===== config.mk =====
export PLATFORM = sky130hd
export DESIGN_NAME = bus_width_idle_config
export DESIGN_NICKNAME = d
export VERILOG_FILES = /design/src/logic/bus_width_idle_config.v
export VERILOG_INCLUDE_DIRS = /design/src /design/src/logic
export SDC_FILE = /design/constraint.sdc
export NUM_CORES = 1
export LEC_CHECK = 0
export ABC_AREA = 1
export BUFFER_PORTS_ARGS = -buffer_cell sky130_fd_sc_hd__buf_4
export CAP_MARGIN = 20
export CORE_MARGIN = 8
export CORE_UTILIZATION = 38
export CTS_CLUSTER_SIZE = 30
export DETAILED_ROUTE_END_ITERATION = 7
export SYNTH_ARGS = -nofsm -noshare
export SYNTH_HDL_FRONTEND = slang
export SYNTH_SLANG_ARGS = --single-unit

===== constraint.sdc =====
create_clock -name mclk_i -period 2.45 [get_ports mclk_i]
set_clock_uncertainty 0.1 [all_clocks]
set_input_delay 0.245 -clock mclk_i [delete_from_list [all_inputs] [get_ports mclk_i]]
set_output_delay 0.245 -clock mclk_i [all_outputs]
set_load 0.02 [all_outputs]

===== src/logic/bus_width_idle_config_defines.vh =====
// Constants for the bus width and idle cycle configuration block
// How it works
// Width register 16-bit, resets 0x3ffc, power-on only
// Width bits 15, 14, 1 read zero
// Per-area size code: byte, halfword, word
// Port enable frees lanes 23-16; word reserved
// Software sets narrow widths before port enable
// Only area 0 used before width setup
// Idle register 16-bit, resets 0x3fff, power-on only
// Idle cycles inserted against bus contention
// Idle field of area left applies
// Idle codes give 1, 1, 2, 3 cycles
// Wait select picks rising or falling sample
// Wait synchronous when rising edge sampling
// Idle bit 14 reads zero
// Idle counted in bus clocks, strobes off
`ifndef BUS_WIDTH_IDLE_CONFIG_DEFINES_VH
`define BUS_WIDTH_IDLE_CONFIG_DEFINES_VH

// Register byte addresses on the slave bus
`define ADDR_BUS_WIDTH 4'h0
`define ADDR_IDLE_CTRL 4'h4

// Reset values
`define BUS_WIDTH_RESET 16'h3ffc
`define IDLE_CTRL_RESET 16'h3fff

// Writable bit masks
`define BUS_WIDTH_MASK 16'h3ffd
`define IDLE_CTRL_MASK 16'hbfff

// Field positions
`define PORT_EN_BIT 0
`define WAIT_SEL_BIT 15

// Size codes
`define SIZE_RSVD 2'h0
`define SIZE_BYTE 2'h1
`define SIZE_HALF 2'h2
`define SIZE_WORD 2'h3

// Idle counts per code
`define IDLE_CODE_00 2'h1
`define IDLE_CODE_01 2'h1
`define IDLE_CODE_10 2'h2
`define IDLE_CODE_11 2'h3

`endif


===== src/logic/bus_width_idle_config.v =====
// Bus width and idle cycle configuration with external access sequencer
`timescale 1ns/1ns
`include "bus_width_idle_config_defines.vh"

module bus_width_idle_config #(
	parameter CLK_HALF = 2,
	parameter NUM_AREAS = 7
) (
	// Clock and power-on reset
	input wire mclk_i,
	input wire rst_i,
	// Manual reset: sequencer only, registers keep contents
	input wire manual_rst_i,
	// Avalon-MM slave
	input wire [3:0] avs_address_i,
	input wire avs_read_i,
	input wire avs_write_i,
	input wire [31:0] avs_writedata_i,
	input wire [3:0] avs_byteenable_i,
	output wire [31:0] avs_readdata_o,
	output wire avs_waitrequest_o,
	// Internal access request
	input wire acc_req_i,
	input wire [2:0] acc_area_i,
	input wire acc_write_i,
	output wire acc_ack_o,
	// External bus
	output wire bus_clock_out_o,
	output wire [6:0] chip_select_n_o,
	output wire read_strobe_n_o,
	output wire write_strobe_n_o,
	input wire wait_n_i,
	output wire [1:0] access_width_o,
	// Upper byte lanes and configuration status
	output wire upper_byte_port_enable_o,
	output wire data_lines_23_to_16_bus_o,
	output wire width_reserved_o,
	output wire width_initialised_o
);

	reg [15:0] area_bus_width_control_reg;
	reg [15:0] idle_cycle_control_reg;
	reg ack_reg;
	reg [31:0] rdata_reg;
	reg init_reg;

	wire req;
	wire take;
	wire hit_width;
	wire hit_idle;
	wire [15:0] wdata16;
	wire [15:0] lane_mask;

	assign req = avs_read_i | avs_write_i;
	// One wait cycle, then the answer
	assign avs_waitrequest_o = req & ~ack_reg;
	assign take = req & ack_reg;
	assign hit_width = (avs_address_i == `ADDR_BUS_WIDTH);
	assign hit_idle = (avs_address_i == `ADDR_IDLE_CTRL);
	assign wdata16 = avs_writedata_i[15:0];
	assign lane_mask = {{8{avs_byteenable_i[1]}}, {8{avs_byteenable_i[0]}}};
	assign avs_readdata_o = rdata_reg;

	always @(posedge mclk_i or posedge rst_i) begin
		if (rst_i) begin
			ack_reg <= 1'b0;
		end else begin
			ack_reg <= req & ~ack_reg;
		end
	end

	// Read data settles in the cycle waitrequest drops
	always @(posedge mclk_i or posedge rst_i) begin
		if (rst_i) begin
			rdata_reg <= 32'h00000000;
		end else if (avs_read_i & ~ack_reg) begin
			if (hit_width) begin
				// Reserved bits zero
				rdata_reg <= {16'h0000, area_bus_width_control_reg & `BUS_WIDTH_MASK};
			end else if (hit_idle) begin
				// Bit 14 zero
				rdata_reg <= {16'h0000, idle_cycle_control_reg & `IDLE_CTRL_MASK};
			end else begin
				rdata_reg <= 32'h00000000;
			end
		end
	end

	// Power-on reset only
	always @(posedge mclk_i or posedge rst_i) begin
		if (rst_i) begin
			area_bus_width_control_reg <= `BUS_WIDTH_RESET;
		end else if (take & avs_write_i & hit_width) begin
			// Reserved bits forced zero
			area_bus_width_control_reg <= ((area_bus_width_control_reg & ~lane_mask) |
				(wdata16 & lane_mask)) & `BUS_WIDTH_MASK;
		end
	end

	// Power-on reset only
	always @(posedge mclk_i or posedge rst_i) begin
		if (rst_i) begin
			idle_cycle_control_reg <= `IDLE_CTRL_RESET;
		end else if (take & avs_write_i & hit_idle) begin
			// Bit 14 forced zero
			idle_cycle_control_reg <= ((idle_cycle_control_reg & ~lane_mask) |
				(wdata16 & lane_mask)) & `IDLE_CTRL_MASK;
		end
	end

	// Flags that software has set up the widths
	always @(posedge mclk_i or posedge rst_i) begin
		if (rst_i) begin
			init_reg <= 1'b0;
		end else if (take & avs_write_i & hit_width) begin
			init_reg <= 1'b1;
		end
	end
	assign width_initialised_o = init_reg;

	// Port mode takes over lanes 23-16
	wire port_en;
	assign port_en = area_bus_width_control_reg[`PORT_EN_BIT];
	assign upper_byte_port_enable_o = port_en;
	assign data_lines_23_to_16_bus_o = ~port_en;

	// Per-area reserved size detection
	wire [6:1] area_rsvd;
	genvar g;
	generate
		for (g = 1; g < 7; g = g + 1) begin : g_size
			wire [1:0] code;
			assign code = area_bus_width_control_reg[2*g+1:2*g];
			// Word while port enabled is a software fault
			assign area_rsvd[g] = (code == `SIZE_RSVD) |
				(port_en & (code == `SIZE_WORD));
		end
	endgenerate
	assign width_reserved_o = |area_rsvd;

	// Bus clock divider: one period is two half phases of CLK_HALF cycles
	reg [7:0] div_reg;
	reg bclk_reg;
	wire half_done;
	wire rise_ev;
	wire fall_ev;
	assign half_done = (div_reg == CLK_HALF[7:0] - 8'h01);
	assign rise_ev = half_done & ~bclk_reg;
	assign fall_ev = half_done & bclk_reg;
	assign bus_clock_out_o = bclk_reg;

	always @(posedge mclk_i or posedge rst_i) begin
		if (rst_i) begin
			div_reg <= 8'h00;
			bclk_reg <= 1'b0;
		end else if (half_done) begin
			div_reg <= 8'h00;
			bclk_reg <= ~bclk_reg;
		end else begin
			div_reg <= div_reg + 8'h01;
		end
	end

	// Wait sampled on the selected bus clock edge
	reg wait_seen_reg;
	wire wait_sel;
	assign wait_sel = idle_cycle_control_reg[`WAIT_SEL_BIT];

	always @(posedge mclk_i or posedge rst_i) begin
		if (rst_i) begin
			wait_seen_reg <= 1'b0;
		end else if ((rise_ev & ~wait_sel) | (fall_ev & wait_sel)) begin
			// Input treated as already synchronous here
			wait_seen_reg <= ~wait_n_i;
		end
	end

	// Access sequencer state
	localparam [1:0] ST_IDLE = 2'h0;
	localparam [1:0] ST_GAP = 2'h1;
	localparam [1:0] ST_ACCESS = 2'h2;
	reg [1:0] state_reg;
	reg [1:0] state_next;
	reg [2:0] last_area_reg;
	reg last_read_reg;
	reg last_valid_reg;
	reg [1:0] gap_reg;
	reg [2:0] cur_area_reg;
	reg cur_write_reg;
	reg ack_pulse_reg;
	reg [6:0] cs_n_reg;
	reg rd_n_reg;
	reg wr_n_reg;
	reg [1:0] width_reg;

	// Idle count decode of the area being left
	reg [1:0] idle_field;
	reg [1:0] idle_count;
	always @* begin
		idle_field = 2'h0;
		if (last_area_reg < NUM_AREAS) begin
			// Field of the previous area
			idle_field = idle_cycle_control_reg[last_area_reg*2 +: 2];
		end
		case (idle_field)
			2'h0: idle_count = `IDLE_CODE_00;
			2'h1: idle_count = `IDLE_CODE_01;
			2'h2: idle_count = `IDLE_CODE_10;
			default: idle_count = `IDLE_CODE_11;
		endcase
	end

	// Gap when changing area or read then write
	wire need_gap;
	assign need_gap = last_valid_reg & ((acc_area_i != last_area_reg) |
		(last_read_reg & acc_write_i));

	// Width of a requested area; area 0 has no field here and runs as word
	reg [1:0] req_width;
	always @* begin
		req_width = `SIZE_WORD;
		if ((acc_area_i != 3'h0) & (acc_area_i < NUM_AREAS)) begin
			req_width = area_bus_width_control_reg[acc_area_i*2 +: 2];
		end
	end

	// Rising mode uses the level at this rise, else the one caught at the fall
	wire wait_now;
	wire access_end;
	assign wait_now = wait_sel ? wait_seen_reg : ~wait_n_i;
	assign access_end = rise_ev & ~wait_now;

	always @* begin
		state_next = state_reg;
		case (state_reg)
			ST_IDLE: begin
				if (rise_ev & acc_req_i) begin
					if (need_gap) begin
						state_next = ST_GAP;
					end else begin
						state_next = ST_ACCESS;
					end
				end
			end
			ST_GAP: begin
				if (rise_ev & (gap_reg == 2'h1)) begin
					state_next = ST_ACCESS;
				end
			end
			ST_ACCESS: begin
				if (access_end) begin
					state_next = ST_IDLE;
				end
			end
			default: state_next = ST_IDLE;
		endcase
	end

	// Manual reset restarts the sequencer but leaves the registers
	always @(posedge mclk_i or posedge rst_i) begin
		if (rst_i) begin
			state_reg <= ST_IDLE;
			gap_reg <= 2'h0;
			last_area_reg <= 3'h0;
			last_read_reg <= 1'b0;
			last_valid_reg <= 1'b0;
			cur_area_reg <= 3'h0;
			cur_write_reg <= 1'b0;
			ack_pulse_reg <= 1'b0;
			width_reg <= 2'h0;
		end else if (manual_rst_i) begin
			state_reg <= ST_IDLE;
			gap_reg <= 2'h0;
			last_valid_reg <= 1'b0;
			ack_pulse_reg <= 1'b0;
		end else begin
			state_reg <= state_next;
			ack_pulse_reg <= 1'b0;
			if ((state_reg == ST_IDLE) & rise_ev & acc_req_i) begin
				cur_area_reg <= acc_area_i;
				cur_write_reg <= acc_write_i;
				width_reg <= req_width;
				// Count in bus clock periods
				gap_reg <= idle_count;
			end else if ((state_reg == ST_GAP) & rise_ev) begin
				gap_reg <= gap_reg - 2'h1;
			end
			if ((state_reg == ST_ACCESS) & access_end) begin
				last_area_reg <= cur_area_reg;
				last_read_reg <= ~cur_write_reg;
				last_valid_reg <= 1'b1;
				ack_pulse_reg <= 1'b1;
			end
		end
	end
	assign acc_ack_o = ack_pulse_reg;

	// Strobes only in the access state
	always @(posedge mclk_i or posedge rst_i) begin
		if (rst_i) begin
			cs_n_reg <= 7'h7f;
			rd_n_reg <= 1'b1;
			wr_n_reg <= 1'b1;
		end else if (state_next == ST_ACCESS && !manual_rst_i) begin
			cs_n_reg <= ~(7'h01 << cur_sel(state_reg, acc_area_i, cur_area_reg));
			rd_n_reg <= cur_wr(state_reg, acc_write_i, cur_write_reg);
			wr_n_reg <= ~cur_wr(state_reg, acc_write_i, cur_write_reg);
		end else begin
			cs_n_reg <= 7'h7f;
			rd_n_reg <= 1'b1;
			wr_n_reg <= 1'b1;
		end
	end

	// Area of the access about to run, new or held
	function [2:0] cur_sel;
		input [1:0] st;
		input [2:0] new_area;
		input [2:0] held_area;
		begin
			if (st == ST_IDLE) begin
				cur_sel = new_area;
			end else begin
				cur_sel = held_area;
			end
		end
	endfunction

	function cur_wr;
		input [1:0] st;
		input new_wr;
		input held_wr;
		begin
			if (st == ST_IDLE) begin
				cur_wr = new_wr;
			end else begin
				cur_wr = held_wr;
			end
		end
	endfunction

	assign chip_select_n_o = cs_n_reg;
	assign read_strobe_n_o = rd_n_reg;
	assign write_strobe_n_o = wr_n_reg;
	assign access_width_o = width_reg;

endmodule


* Word level (Yosys, flattened, before mapping)
Cells that the tools add are included.
Word-level totals: register bits after elaboration 97, output and inout bits 50, word-level logic and storage cells 138
Operators by class: $add $sub $neg 2, order comparisons 2, equality and inequality tests 15, shift operators 3, mux-type cells 27, bitwise gates (word level) 51, reductions and logical operators 18
Operators with widths (count):
- $and 16x16->16 | 2
- $mux 16 | 2
- $shiftx 16x5->2 | 2
- $and 1x1->1 | 26
- $mux 2 | 10
- $eq 2x2->1 const B | 9
- $logic_not 2->1 | 8
- $not 16->16 | 1
- $or 16x16->16 | 1
- $and 14x14->14 | 1
- $or 14x14->14 | 1
- $mux 1 | 9
- $not 1->1 | 9
- $or 1x1->1 | 9
- $add 8x1->8 const B | 1
- $eq 8x1->1 const B | 1
- $mux 8 | 1
- $mux 7 | 1
- $not 7->7 | 1
- $shl 1x3->7 const A | 1
- $eq 2x1->1 const B | 3
- $lt 3x3->1 const B | 2
- $mux 3 | 2
- $pmux 2 s3 | 1
- other kinds (12) | 14

* Depth between registers and ports, before layout
Gate-level depths: netlist of run 1.
depth in word-level cells 12, depth in mapped cells 10

* Worst setup path before layout of run 1
OpenSTA, ideal clock, no wires.
path type reg-to-reg, start reg div_reg[1], end reg cur_area_reg[0], library setup time 0.122 ns, arrival 1.382 ns, data required time 2.228 ns, path slack 0.846 ns, stages on the path, launching flop included 11, buffers on the path 1, path through dfrtp_1 -> inv_1 -> ha_1 -> nand3_4 -> nor2_8 -> nand3_4 -> clkinv_2 -> nand2_4 -> buf_6 -> nand2_1 -> o21ai_2
Between the ends: cells in the longest elaborated chain, start to end 5
RTL lines:
- start: declaration | RTL line bus_width_idle_config.v:142 | reg [7:0] div_reg;
- start signal: assignment | RTL line bus_width_idle_config.v:160 | div_reg <= div_reg + 8'h01;
- $eq 8x1->1 | RTL line bus_width_idle_config.v:147 | assign half_done = (div_reg == CLK_HALF[7:0] - 8'h01);
- $and 1x1->1 | RTL line bus_width_idle_config.v:148 | assign rise_ev = half_done & ~bclk_reg;
- $and 1x1->1 (2 in series) | RTL line bus_width_idle_config.v:279 | if ((state_reg == ST_IDLE) & rise_ev & acc_req_i) begin
- $reduce_and 2->1 (no source line)
- end signal: assignment | RTL line bus_width_idle_config.v:280 | cur_area_reg <= acc_area_i;
- end: declaration | RTL line bus_width_idle_config.v:188 | reg [2:0] cur_area_reg;
No other way between the ends. A chain may end at the register's enable or synchronous reset.

==> results.sh, run 1 <==
export IMPL_antenna_found_initial=0
export IMPL_ys_seq_area_share_pct=48.3
export IMPL_status="completed"
export IMPL_place_congestion=0.875
export IMPL_overflow=0
export IMPL_synth_top_area_share_pct=26.6
export IMPL_grt_total_usage_pct=14.5
export IMPL_vias=3451
export IMPL_setup_viol=0
export IMPL_routed_wl_um=10000
export IMPL_clkSinkCount=80
export IMPL_cts_hold_fix_buffers=1
export IMPL_first_global_vias=3589
export IMPL_worst_slew_pin_slew_ps=585
export IMPL_area_growth_pct=19.1
export IMPL_dpl_hpwl_um=7780
export IMPL_synth_seq_cells=80
export IMPL_vias_per_cell=4.76
export IMPL_path_max_fanout=5
export IMPL_arrival_ps=1670
export IMPL_cts_made_buffers=9
export IMPL_hp_class="input port to flip-flop"
export IMPL_synth_distinct_cells=44
export IMPL_antenna_cells=0
export IMPL_portBuffers=64
export IMPL_dr_pass1_iters=5
export IMPL_drive_gt1_share_pct=26.5
export IMPL_period_share_pct=82.3
export IMPL_ys_warn_count=0
export IMPL_core_area_um2=10800
export IMPL_die_h_um=122
export IMPL_max_slew_margin_pct=60.8
export IMPL_initial_core_util_pct=39.1
export IMPL_crit_required_ps=2110
export IMPL_syn_area_um2=4240
export IMPL_timing_fmax_ghz=0.496
export IMPL_drtIter0Drc=237
export IMPL_io_pins=101
export IMPL_rsz0062_at_grt="no"
export IMPL_cts_resized=0
export IMPL_clock_root_buffer="clkbuf_8"
export IMPL_die_x_um=122
export IMPL_synthCells=514
export IMPL_ys_top_cells_by_area="dfrtp_1 27%, dfstp_2 22%, nand2_1 12%, inv_1 6.1%, nand3_1 4.6%"
export IMPL_leakagePower_nw=2.50
export IMPL_final_common_cell="nand2_1"
export IMPL_wl_per_cell_um=13.8
export IMPL_maxSlewViolCount=0
export IMPL_antenna_left=0
export IMPL_maxCapViolations=0
export IMPL_post_cts_buffers=0
export IMPL_period_minus_slack_ps=2020
export IMPL_timing_setup_tns_ps=0
export IMPL_htreeDepth=3
export IMPL_total_power_w=0.00335
export IMPL_final_cell_mix="137 x nand2_1, 68 x inv_1, 67 x buf_4"
export IMPL_grt_pass1_wl_um=17400
export IMPL_power_density_nw_per_um2=664
export IMPL_cp_start_kind="flip-flop"
export IMPL_clk_latency_ps=350
export IMPL_drc_errors=0
export IMPL_yosysTopAreaCell="dfrtp_1"
export IMPL_fin_util_pct=46.6
export IMPL_ir_worst_vdd_v=0.000341
export IMPL_grt_max_degree=34
export IMPL_cts_tree="done"
export IMPL_clk_pin_slew_ps=80
export IMPL_ctsLongestPathBuffers=2
export IMPL_dieArea_um2=14800
export IMPL_path_class="flip-flop to output pin"
export IMPL_hold_viol=0
export IMPL_endpoint_kind="output pin"
export IMPL_final_net_count=634
export IMPL_fp_row_count=38
export IMPL_syn_area_per_cell_um2=8.24
export IMPL_r2r_setup_slack_ps=720
cells in the mapped netlist (all sizes together):
cell	count
or2	2
and2	1
a31oi	6
nand2	147
ha	3
o21a	1
o31ai	2
o21ai	48
dfrtp	45
nand4	3
conb	1
clkbuf	2
nor3	3
nand3b	1
xnor2	2
o22ai	8
inv	73
nand3	45
dfstp	35
a211oi	1
nor2	42
mux2i	1
clkinv	2
buf	28
xor2	3
o211ai	1
a21oi	5
nor3b	1
o221ai	1
nor4	1
report_power, final:
group	switching, W	internal [W]
Clock	0.000512	0.000702
Sequential	0.0000999	0.00148
Combinational	0.000339	0.000216
routing by layer:
layer  up-vias  track usage (%)  wire, um
li1       1729                -         -
met4         0             3.55        63
met2        98             23.6      4750
met3         4             3.79       579
met1      1620             18.9      4610
met5         -                0         0
critical path, stage by stage, from the launching register on:
cell	delay (ps)
dfstp_2	600
nor2_1	60
nor4_1	300
o211ai_1	170
buf_4	190
cell type report:
class	count	area (um2)
multi-input cells	345	1750
repair buffers	69	533
fillers	1083	5790
clock inverters	5	82.6
flip-flops and latches	80	2050
well taps	140	175
clock buffers	11	174
inverters	75	289
final timing paths:
path                                       from                      endpoint  depth (start not counted)
setup / recovery                      flip-flop              width_reserved_o                          4
hold / removal              avs_writedata_i[11]                     flip-flop                          3
setup reg to reg           div_reg[1]$_DFF_PP0_        gap_reg[1]$_DFFE_PP0P_                         10
hold reg to reg               ack_reg$_DFF_PP0_             ack_reg$_DFF_PP0_                          1
max in group asynchronous                 rst_i  chip_select_n_o[6]$_DFF_PP1_                          4
min in group asynchronous                 rst_i        state_reg[0]$_DFF_PP0_                          3
cells by family (layout without fill, tap and decap cells):
logic type                 count (synthesis)  after routing  synth area share, %
muxes                                      1              1                0.236
xor gates and xnor gates                   5              5                 1.03
and+or+nand+nor                          246            246                 27.8
buffers and inverters                    105            160                 11.9
AOI/OAI and AO/OA                         73             73                 9.77
adders and majority gates                  3              3                0.886
DFF                                       80             80                 48.3
other                                      1             17               0.0885
through the flow:
stage | hold WS (ps) | instance area, um2 | worst slack, ps | std cells
after floorplan | 261 | 4300 | 111 | 530
after global placement | 175 | 4780 | 747 | 708
after detailed placement | 177 | 4780 | 718 | 708
after CTS | 10.0 | 5050 | 432 | 725
after global routing | 18.2 | 5050 | 390 | 725
final | 25.8 | 5050 | 435 | 725
Power figures use the tool's default switching activity.
==> run 2: changes to the inputs <==
==> constraint.sdc (replaced) <==
create_clock -name mclk_i -period 2.1 [get_ports mclk_i]
set_clock_uncertainty 0.1 [all_clocks]
set_input_delay 0.21 -clock mclk_i [delete_from_list [all_inputs] [get_ports mclk_i]]
set_output_delay 0.21 -clock mclk_i [all_outputs]
set_load 0.02 [all_outputs]
==> results.sh, run 2 (synthesis results as in run 1) <==
export IMPL_crit_path_top_delay_cell="dfstp_2"
export IMPL_die_h_um=122
export IMPL_antenna_cells=0
export IMPL_timing_setup_tns_ps=0
export IMPL_fin_util_pct=47.2
export IMPL_core_area_um2=10800
export IMPL_drive_gt1_share_pct=25.7
export IMPL_highest_layer="met4"
export IMPL_hp_class="input port to flip-flop"
export IMPL_leakagePower_nw=2.52
export IMPL_period_minus_slack_ps=1930
export IMPL_dieArea_um2=14800
export IMPL_io_pins=101
export IMPL_grt_pass1_wl_um=17000
export IMPL_wl_per_cell_um=13.6
export IMPL_wl_met1_um=4510
export IMPL_path_class="flip-flop to output pin"
export IMPL_dpl_hpwl_um=7590
export IMPL_power_density_nw_per_um2=729
export IMPL_maxCapViolations=0
export IMPL_path_cells="nor2_1, nor4_1, o211ai_1, buf_4"
export IMPL_grt_total_usage_pct=14.3
export IMPL_ir_worst_vdd_v=0.000382
export IMPL_final_net_count=645
export IMPL_wl_met2_um=4890
export IMPL_final_common_cell="nand2_1"
export IMPL_dr_pass1_iters=4
export IMPL_period_share_pct=92.0
export IMPL_first_global_vias=3550
export IMPL_die_x_um=122
export IMPL_crit_buf_inv=1
export IMPL_cp_top_family="flip-flops"
export IMPL_routed_wl_um=10000
export IMPL_htreeDepth=3
export IMPL_antenna_found_initial=0
export IMPL_clkSinkCount=80
export IMPL_timing_fmax_ghz=0.517
export IMPL_clk_latency_ps=360
export IMPL_worst_path_largest_cell_delay_ps=590
export IMPL_rsz0062_at_grt="no"
export IMPL_setup_viol=0
export IMPL_vias_per_cell=4.70
export IMPL_hold_viol=0
export IMPL_place_congestion=0.897
export IMPL_cts_made_buffers=9
export IMPL_n_fill_cell=1082
export IMPL_cp_start_kind="flip-flop"
export IMPL_wl_met3_um=485
export IMPL_endpoint_kind="output pin"
export IMPL_final_cell_mix="137 x nand2_1, 68 x inv_1, 66 x buf_4"
export IMPL_antenna_left=0
export IMPL_cts_resized=0
export IMPL_arrival_ps=1620
export IMPL_portBuffers=64
export IMPL_clk_pin_slew_ps=90
export IMPL_area_growth_pct=20.8
export IMPL_fp_row_count=38
export IMPL_maxSlewViolCount=0
export IMPL_drc_errors=0
export IMPL_initial_core_util_pct=39.1
export IMPL_multi_input_area_um2=1750
export IMPL_drtIter0Drc=184
export IMPL_status="completed"
export IMPL_grt_max_degree=81
export IMPL_path_max_fanout=5
export IMPL_clock_root_buffer="clkbuf_8"
export IMPL_cts_tree="done"
export IMPL_crit_required_ps=1790
export IMPL_ctsLongestPathBuffers=2
export IMPL_register_area_um2=2050
export IMPL_overflow=0
export IMPL_vias=3462
## run 2: layer usage
metal / up-vias / GRT usage [%]
met2: 75 / 23.2
met1: 1624 / 18.1
met4: 0 / 5.24
met3: 10 / 3.61
met5: - / 0
li1: 1753 / -
## run 2: layout make-up
class,instances,area share [%]
tap,140,3.42
timing repair buffer,80,12.6
sequential,80,40.0
inverter,75,5.72
clock inverter,6,1.64
clock buffer,10,2.49
multi-input combinational,345,34.2
## run 2: final timing paths
path	endpoint	slack (ps)	startpoint	cells past startpoint
max in group asynchronous	asynchronous set/reset pin	1110	rst_i	4
setup / recovery	width_reserved_o	170	flip-flop	4
hold / removal	flip-flop	20	avs_writedata_i[10]	3
setup reg to reg	gap_reg[1]$_DFFE_PP0P_	370	div_reg[1]$_DFF_PP0_	10
min in group asynchronous	div_reg[6]$_DFF_PP0_	420	rst_i	4
hold reg to reg	flip-flop	380	flip-flop	2
## run 2: report_power, final
part	switching, W	internal (W)
registers	0.000114	0.00173
clock network	0.000554	0.000666
logic	0.000401	0.000266
## run 2: tightest hold or removal path: cells and delay by family
family,cells,cell delay (ps)
compound gates,1,80
buf+inv,2,190
## run 2: timing repair
action | CTS | global route
setup buffers | 0 | 0
endpoints found under the hold margin | 66 | 0
hold buffers | 13 | 0
endpoints found under the setup margin | 0 | 0
## run 2: metrics by stage
stage	cell area, um2	total power, W	instances	hold WS, ps	setup slack, ps
6_report	5120	0.00373	736	22.5	167
5_1_grt	5120	0.00393	736	16.5	99.9
4_1_cts	5120	0.00377	736	7.46	169
3_5_place_dp	4780	0.00252	707	269	364
3_3_place_gp	4780	0.00251	707	264	409
2_1_floorplan	4300	0.00230	530	226	496
